**src/rtl/eacsd_defines.svh**
```systemverilog
/*
 Constants for the extended address and emulation chip select decoder.
 Assumes inclusion by bare name from the decoder files.
*/
`ifndef EACSD_DEFINES_SVH
`define EACSD_DEFINES_SVH

`define EACSD_REGION_HI 15
`define EACSD_REGION_LO 14
`define EACSD_XA_LOW 6'h3d
`define EACSD_XA_MID 6'h3e
`define EACSD_XA_TOP 6'h3f
`define EACSD_PIX_SW00 6'h38
`define EACSD_PIX_SW01 6'h30
`define EACSD_PIX_SW10 6'h20
`define EACSD_CS_BIT 7
`define EACSD_PORTK_W 8
`define EACSD_XA_W 6
`define EACSD_PORTK_RST 8'h00
`define EACSD_PORTK_OE_RST 8'h00

`endif

```
**src/rtl/eacsd_pkg.sv**
```systemverilog
/*
 Types for the extended address and emulation chip select decoder.
 Assumes nothing of its surroundings.
*/
package eacsd_pkg;
    // Physical 16K region of the CPU address
    typedef enum logic [1:0] {
        EACSD_REG_LOW,
        EACSD_REG_MID,
        EACSD_REG_WIN,
        EACSD_REG_TOP
    } eacsd_region_t;
    // Allocated flash/ROM size
    typedef enum logic [1:0] {
        EACSD_ALLOC_0K,
        EACSD_ALLOC_16K,
        EACSD_ALLOC_48K,
        EACSD_ALLOC_64K
    } eacsd_alloc_t;
endpackage : eacsd_pkg

```
**src/rtl/eacsd_page_classify.sv**
```systemverilog
/*
 Classifies a page window access as internal or external.
 Assumes page index and switches are stable in the current bus cycle.
*/
`timescale 1ns/10ps
`include "eacsd_defines.svh"

module eacsd_page_classify
    import eacsd_pkg::*;
(
    input wire logic [5:0] pageIndexBits,
    input wire logic [1:0] pagingConfigSwitches,
    output logic pageInternal
);
    // Pure comparison so the answer lands in the same cycle
    always_comb begin
        unique case (pagingConfigSwitches)
            2'h0: pageInternal = (pageIndexBits >= `EACSD_PIX_SW00);
            2'h1: pageInternal = (pageIndexBits >= `EACSD_PIX_SW01);
            2'h2: pageInternal = (pageIndexBits >= `EACSD_PIX_SW10);
            2'h3: pageInternal = 1'b1;
        endcase
    end
endmodule : eacsd_page_classify

```
**src/rtl/eacsd_decode.sv**
```systemverilog
/*
 Extended address and emulation chip select decode onto port K.
 The six extended address lines carry the page index inside the
 program page window and a fixed code per 16K region elsewhere; the
 active-low chip select follows the allocated flash/ROM size, the
 accessed region, the high-map bit and the page window classification.
 All outputs are registered, so they trail the bus cycle by one clock.
 Bit 6 of port K is never taken over and always follows GPIO.
 Assumes all inputs come from logic in the ref_clk domain, so no
 synchronisers are placed; port K pins are driven by a pad wrapper.
 Assumes the address and page index are stable for a whole bus cycle,
 one clock ref_clk and a synchronous active-high reset.
*/
// Notes on behaviour
// - In window with enable and expanded mode, page index goes out.
// - Extended address bits 5..0 sit on port K bits 5..0.
// - Outside window drive 0x3D, 0x3E or 0x3F by 16K region.
// - Address outputs appear only with enable set and expanded mode.
// - Chip select active low, by allocation, region, and high-map bit.
// - 0K: high below 0x8000, low for window and top region.
// - 16K: low only for top region.
// - 48K: low bottom high; mid follows map bit; window internal low.
// - 64K: both low regions follow map bit; window internal low.
// - Internal pages depend on switches: 0x38, 0x30, 0x20 up, or all.
// - Enable makes port K bit 7 the chip select, else GPIO.
`timescale 1ns/10ps
`include "eacsd_defines.svh"

module eacsd_decode
    import eacsd_pkg::*;
(
    input wire logic ref_clk,
    input wire logic reset,
    input wire logic [15:0] cpuAddr,
    input wire logic [5:0] programPageRegister,
    input wire logic [1:0] pagingConfigSwitches,
    input wire logic [1:0] allocSize,
    input wire logic romHighMapCtl,
    input wire logic emulPortkEnable,
    input wire logic expandedMode,
    input wire logic [7:0] gpioOut,
    input wire logic [7:0] gpioOe,
    output logic [7:0] portkOut,
    output logic [7:0] portkOe,
    output logic [5:0] extendedAddrHi,
    output logic emulChipSelectN,
    output logic pageInternal
);
    // Decoded views of the bus cycle
    eacsd_region_t region;
    eacsd_alloc_t alloc;
    logic pageInt;
    logic [5:0] xaComb;
    logic csComb;
    logic active;

    // Output registers and their next values
    logic [7:0] portkOut_reg;
    logic [7:0] portkOut_next;
    logic [7:0] portkOe_reg;
    logic [7:0] portkOe_next;
    logic [5:0] xa_reg;
    logic [5:0] xa_next;
    logic cs_reg;
    logic cs_next;
    logic pint_reg;
    logic pint_next;

    eacsd_page_classify u_classify (
        .pageIndexBits(programPageRegister),
        .pagingConfigSwitches(pagingConfigSwitches),
        .pageInternal(pageInt)
    );

    // Region and allocation views of the raw inputs
    assign region = eacsd_region_t'(
        cpuAddr[`EACSD_REGION_HI:`EACSD_REGION_LO]);
    assign alloc = eacsd_alloc_t'(allocSize);

    // Decode takes over port K bits 5..0 only with enable and expanded mode
    assign active = emulPortkEnable & expandedMode;

    // Extended address code for the current bus cycle; only the window
    // passes the page through, every other region has its own code
    always_comb begin
        unique case (region)
            EACSD_REG_LOW: begin
                xaComb = `EACSD_XA_LOW;
            end
            EACSD_REG_MID: begin
                xaComb = `EACSD_XA_MID;
            end
            EACSD_REG_WIN: begin
                xaComb = programPageRegister;
            end
            EACSD_REG_TOP: begin
                xaComb = `EACSD_XA_TOP;
            end
        endcase
    end

    // Chip select for the current bus cycle, per allocation; the
    // high-map bit only matters for the two largest allocations
    always_comb begin
        // Chip select is active low; 1 means idle
        csComb = 1'b1;
        unique case (alloc)
            // Nothing allocated: emulator answers window and top region
            EACSD_ALLOC_0K: begin
                csComb = !(region == EACSD_REG_WIN ||
                           region == EACSD_REG_TOP);
            end
            // Only the top region is emulated
            EACSD_ALLOC_16K: begin
                csComb = !(region == EACSD_REG_TOP);
            end
            // Mid region follows the map bit; window follows page class
            EACSD_ALLOC_48K: begin
                unique case (region)
                    EACSD_REG_LOW: csComb = 1'b1;
                    EACSD_REG_MID: csComb = romHighMapCtl;
                    EACSD_REG_WIN: csComb = !pageInt;
                    EACSD_REG_TOP: csComb = 1'b0;
                endcase
            end
            // Both low regions follow the map bit
            EACSD_ALLOC_64K: begin
                unique case (region)
                    EACSD_REG_LOW: csComb = romHighMapCtl;
                    EACSD_REG_MID: csComb = romHighMapCtl;
                    EACSD_REG_WIN: csComb = !pageInt;
                    EACSD_REG_TOP: csComb = 1'b0;
                endcase
            end
        endcase
    end

    // Extended address group; the fixed code while idle keeps the far
    // side from ever seeing a stale page on a deselected bus
    always_comb begin
        xa_next = `EACSD_XA_LOW;
        if (active) begin
            xa_next = xaComb;
        end
    end

    // Extended address register
    always_ff @(posedge ref_clk) begin
        if (reset) begin
            xa_reg <= `EACSD_XA_LOW;
        end else begin
            xa_reg <= xa_next;
        end
    end

    // Chip select group; idle is high so no memory answers by accident
    always_comb begin
        cs_next = 1'b1;
        if (active) begin
            cs_next = csComb;
        end
    end

    // Chip select register
    always_ff @(posedge ref_clk) begin
        if (reset) begin
            cs_reg <= 1'b1;
        end else begin
            cs_reg <= cs_next;
        end
    end

    // Window classification seen from outside, only for window accesses
    always_comb begin
        pint_next = 1'b0;
        if (region == EACSD_REG_WIN) begin
            pint_next = pageInt;
        end
    end

    // Classification register
    always_ff @(posedge ref_clk) begin
        if (reset) begin
            pint_reg <= 1'b0;
        end else begin
            pint_reg <= pint_next;
        end
    end

    // Port K pin group; GPIO owns every bit that the decode does not
    // take over, and bit 6 always stays with GPIO
    always_comb begin
        portkOut_next = gpioOut;
        portkOe_next = gpioOe;
        if (active) begin
            // Page or fixed code goes out on the low six pins
            portkOut_next[`EACSD_XA_W-1:0] = xaComb;
            portkOe_next[`EACSD_XA_W-1:0] = {`EACSD_XA_W{1'b1}};
        end
        if (emulPortkEnable) begin
            // Chip select idles high outside expanded mode
            portkOut_next[`EACSD_CS_BIT] = cs_next;
            portkOe_next[`EACSD_CS_BIT] = 1'b1;
        end
    end

    // Port K registers; outputs must come from flops, which costs one
    // cycle of latency against the bus cycle that caused them
    always_ff @(posedge ref_clk) begin
        if (reset) begin
            portkOut_reg <= `EACSD_PORTK_RST;
            portkOe_reg <= `EACSD_PORTK_OE_RST;
        end else begin
            portkOut_reg <= portkOut_next;
            portkOe_reg <= portkOe_next;
        end
    end

    // Top-level outputs come straight from the registers
    assign portkOut = portkOut_reg;
    assign portkOe = portkOe_reg;
    assign extendedAddrHi = xa_reg;
    assign emulChipSelectN = cs_reg;
    assign pageInternal = pint_reg;
endmodule : eacsd_decode

```
**config.mk**
```make
export PLATFORM = sky130hd
export DESIGN_NAME = eacsd_decode
export DESIGN_NICKNAME = d
export VERILOG_FILES = /design/src/rtl/eacsd_pkg.sv /design/src/rtl/eacsd_page_classify.sv /design/src/rtl/eacsd_decode.sv
export VERILOG_INCLUDE_DIRS = /design/src /design/src/rtl
export SDC_FILE = /design/constraint.sdc
export NUM_CORES = 1
export LEC_CHECK = 0
export ABC_AREA = 1
export BUFFER_PORTS_ARGS = -buffer_cell sky130_fd_sc_hd__clkbuf_2
export CAP_MARGIN = 10
export CORE_MARGIN = 10
export CORE_UTILIZATION = 39
export DETAILED_ROUTE_END_ITERATION = 8
export PLACE_DENSITY_LB_ADDON = 0.08
export SLEW_MARGIN = 10
export SYNTH_ARGS = -nofsm -noshare
export SYNTH_HDL_FRONTEND = slang
export SYNTH_SLANG_ARGS = --single-unit
```
**constraint.sdc**
```tcl
create_clock -name ref_clk -period 1.05 [get_ports ref_clk]
set_input_delay 0.21 -clock ref_clk [delete_from_list [all_inputs] [get_ports ref_clk]]
set_output_delay 0.21 -clock ref_clk [all_outputs]
set_load 0.05 [all_outputs]
```
# Yosys cells after proc, flatten, opt, wreduce, memory -nomap -nowiden
# Index checks and enable logic that the tools add are counted.
word_totals:
  mem_bits_ro: 0
  out_inout_bits: 24
  latchBits: 0
  input_bits: 47
  wordCells: 40
  register_bits: 24
  ramBits: 0
  memories: 0
op_classes:
  muxes: 10
  n_eq_ne: 9
  shifts: 0
  n_bitwise: 3
  mul: 0
  reduce_logical: 10
  n_div: 0
  addsub: 0
  order_cmp: 3
ops:
  columns: ["cell", "n"]
  rows:
  - ["one-hot mux 6 bit (4 select lines)", 1]
  - [">= comparator 6 bit, second input constant", 3]
  - ["== test 2 bit, second input constant", 6]
  - ["2-to-1 mux 6 bit", 2]
  - ["one-hot mux 1 bit (4 select lines)", 3]
  - ["== test 2 x 1 -> 1 bit, second input constant", 3]
  - ["zero test 2 bit", 3]
  - ["OR reduction 2 bit", 3]
  - ["zero test 1 bit", 3]
  - ["2-to-1 mux 1 bit", 3]
  - ["one-hot mux 1 bit (3 select lines)", 1]
  - ["inverter 1 bit", 2]
  - ["bitwise AND 1 bit", 1]
  - ["logical OR 1 bit", 1]

# Longest topological paths before layout
logic_depth:
  ltp_word: 7
  ltp_mapped: 7
  depth_no_buf: 7

# Modules after synthesis
# A second synthesis with hierarchy kept.
hier_totals:
  cells_unflattened: 105
  hier_area_um2: 845.8
by_module_without_submodules:
  columns: ["mod", "area_per_inst_um2", "instances", "cells_per_inst", "seq_area_each_um2"]
  rows:
  - ["eacsd_decode", 804.5, 1, 96, 480.5]
  - ["eacsd_page_classify", 41.3, 1, 9, 0.0]

# Worst setup path before layout
# Ideal clock, no wire load.
synth_path:
  path_kind: "register -> output"
  startpoint: "register cs_reg (netlist: emulChipSelectN)"
  endpoint: "output port emulChipSelectN"
  path_slack_ns: 0.253
  arrival_time_ns: 0.587
  path_stages_with_launch: 1
  path_buffers: 0
  t_required_ns: 0.840
  path_cell_list: "dfxtp_1"
synth_rtl:
  columns: ["element", "line_no", "text"]
  rows:
  - ["start: declaration", "eacsd_decode.sv:64", "logic cs_reg;"]
  - ["start signal: assignment", "eacsd_decode.sv:169", "cs_reg <= cs_next;"]
  - ["end: declaration", "eacsd_decode.sv:46", "output logic emulChipSelectN,"]
# No word-level cell between the ends.

# Worst setup path in the final report
layout_path:
  startpoint: "register portkOe_reg[2] (netlist: portkOe[2])"
  endpoint: "output port portkOe[2]"
layout_rtl:
  columns: ["element", "line_no", "text"]
  rows:
  - ["start: declaration", "eacsd_decode.sv:60", "logic [7:0] portkOe_reg;"]
  - ["start signal: assignment", "eacsd_decode.sv:212", "portkOe_reg <= `EACSD_PORTK_OE_RST;"]
  - ["start signal: assignment", "eacsd_decode.sv:215", "portkOe_reg <= portkOe_next;"]
  - ["end: declaration", "eacsd_decode.sv:44", "output logic [7:0] portkOe,"]
# No word-level cell between the ends.

==> flow_summary.ini <==
[synthesis]
synth-edff-count = 0
syn_inst = 94
ys_warn_count = 0
synth_cell_type_count = 19
ys_ff_latch = 24
synth-main-ff-cell = dfxtp_1
post-synth-top-count-cell = dfxtp_1
synth_top_cell_area_share = 0.587
yosysTopAreaCell = dfxtp_1
avgSynthCellArea_um2 = 8.71
synthTopCellsByArea = dfxtp_1, nand2_1, nor2_1, o21ai_1, a21oi_1
syn_area_um2 = 818
syn-num-nets = 141
async_reset_ff_frac = 0
synth_common_cells = dfxtp_1, nand2_1, nor2_1
ys_seq_area_frac = 0.587

[worst_setup_path]
start_kind = flip-flop
critPathSlowestCell = dfxtp_2
slowest_delay_ns = 0.37
critPathArrivalTime_ns = 0.83
path_delay_family = flip-flops
path_class = flip-flop to primary output
crit_required_ns = 0.84
worst_setup_path_end_kind = primary output
cp_max_fo = 1
crit_buf_inv = 1
crit_chain = clkbuf_16

[power_and_ir_drop]
ir_drop_mv = 0.796
seq_power_share = 0.501
power_leakage_nw = 0.709
power.share.switching = 0.303
netSwitchingPower_uw = 608
p_int_mw = 1.40
clkPwrFrac = 0.243
pwr_density_cell_nw_per_um2 = 1390
combPwrFrac = 0.256

[status]
outcome = finished clean

[timing]
rsz0062_at_grt = true
fmax_ghz = 0.958
max_slew_margin = 0.799
slew_viol_final = 0
finalCriticalPeriod_ns = 1.04
hold_violations = 0
worst_slew_pin_slew_ns = 0.302
whs_ns = 0.0629
finalCritPeriodShare = 0.994
setup_viol = 0
tns_ns = 0

[cts]
cts_setup_buffers = 0
cts.sinks = 24
cts_max_level = 1
postCtsHoldBufs = 0
clockBufferDepth = 2
cts-root-buf = clkbuf_4
cts_tree = built
clk_pin_slew_ns = 0.12
numCtsBuffers = 3

[routing]
via_count = 824
drc = 0
wl_per_cell_um = 14.9
wl_um = 2680
vias_per_cell = 4.58
firstDrtPassIters = 4
drtIter0Drc = 10
ant_nets = 0

[placed_design]
io_buffers = 56
place_inst = 176
dp_hpwl_um = 1870
place.gp.congestion = 0.775

[die]
die_h_um = 65.8
dieArea_um2 = 4330
start_util = 0.413
num_rows = 16
io_pins = 71
coreArea_um2 = 1980
die_w_um = 65.8

[worst_hold_path]
whs_path_depth = 3
worstHoldStart = gpioOe[6]
min_path_type = input pin to flip-flop
worstHoldEndpoint = portkOe[6]$_SDFF_PP0_

[final_layout]
drive_gt1_frac = 0.634
final_util = 0.727
areaGrowthSynthToFinish_pct = 76.1
nets = 201
instances_no_fill = 180
diodes = 0

[global_route]
grt_max_degree = 15
gr-total-overflow = 0
globalRouteTotalUtil = 0.120
grt_pass1_wl_um = 4060
grt_pass1_vias = 870
antenna_found_initial = 0

[flow_run]
max-cap-violations = 0
## stage by stage
step	setup WS [ns]	cell area (um^2)	total power, mW
finish	0.00611	1440	2.01
global route	-0.0314	1440	2.09
CTS	-0.00520	1400	1.97
detailed placement	0.0482	1120	1.40
global placement	0.0909	1120	1.39
floorplan	0.253	818	1.26
## worst max-delay path by stage
stage | startpoint | end | slack [ns] | cells after the start
after detailed placement | programPageRegister[5] | portkOut[7]$_SDFF_PP0_ | 0.05 | 6
after global placement | programPageRegister[5] | portkOut[7]$_SDFF_PP0_ | 0.09 | 6
after CTS | portkOe[2]$_SDFF_PP0_ | portkOe[2] | -0.005 | 1
after global routing | portkOe[2]$_SDFF_PP0_ | portkOe[2] | -0.03 | 1
final | portkOe[2]$_SDFF_PP0_ | portkOe[2] | 0.006 | 1
after floorplan | emulChipSelectN$_SDFF_PP1_ | emulChipSelectN | 0.25 | 0
## timing repair
action	in CTS	in global routing
setup endpoints to repair	24	24
gates resized for setup	60	36
cloned	0	0
## area by class of cell
type / instances / area, um^2
Fill cell: 152 / 541
Timing Repair Buffer: 56 / 531
Sequential cell: 24 / 510
Multi-Input combinational cell: 57 / 283
Inverter: 12 / 47.5
Clock buffer: 4 / 36.3
Tap cell: 27 / 33.8
## worst min-delay path: stages
cell and delay [ns]:
clkbuf_2 0.08, inv_1 0.04, nor2_1 0.03
## placed cells by master (no fill, tap or decap)
cell type,count
nand3_1,4
clkbuf_2,32
a211oi_1,1
nand2_2,1
inv_4,1
nor2_2,2
a21oi_2,1
clkbuf_8,1
inv_1,5
nand2_1,20
inv_2,5
a31o_1,1
nor2_4,2
o211ai_2,1
nor2_1,9
dfxtp_2,24
clkbuf_16,1
clkbuf_4,3
clkinv_1,1
o21ai_0,4
a21oi_1,5
buf_8,23
o21ai_1,6
## power groups by stage
stage / Clock [mW] / Combinational [mW] / Sequential [mW]
finish: 0.486 / 0.514 / 1.01
global placement: 0 / 0.402 / 0.991
floorplan: 0 / 0.0925 / 1.17
global route: 0.538 / 0.545 / 1.01
detailed placement: 0 / 0.407 / 0.993
CTS: 0.492 / 0.490 / 0.985
## kinds of logic after synthesis
kind of cell | synth area share
AOI/OAI and AO/OA | 0.138
buffers and inverters | 0.0673
and+or+nand+nor | 0.208
DFF | 0.587
## layer usage
| metal | vias to the layer above | part of all wire | track usage |
|---|---|---|---|
| met3 | 4 | 0.075 | 0.0525 |
| met5 | - | 0 | 0 |
| met4 | 0 | 0.011 | 0.0481 |
| met1 | 376 | 0.36 | 0.117 |
| met2 | 29 | 0.55 | 0.216 |
| li1 | 415 | - | - |
(Power assumes the default switching activity.)
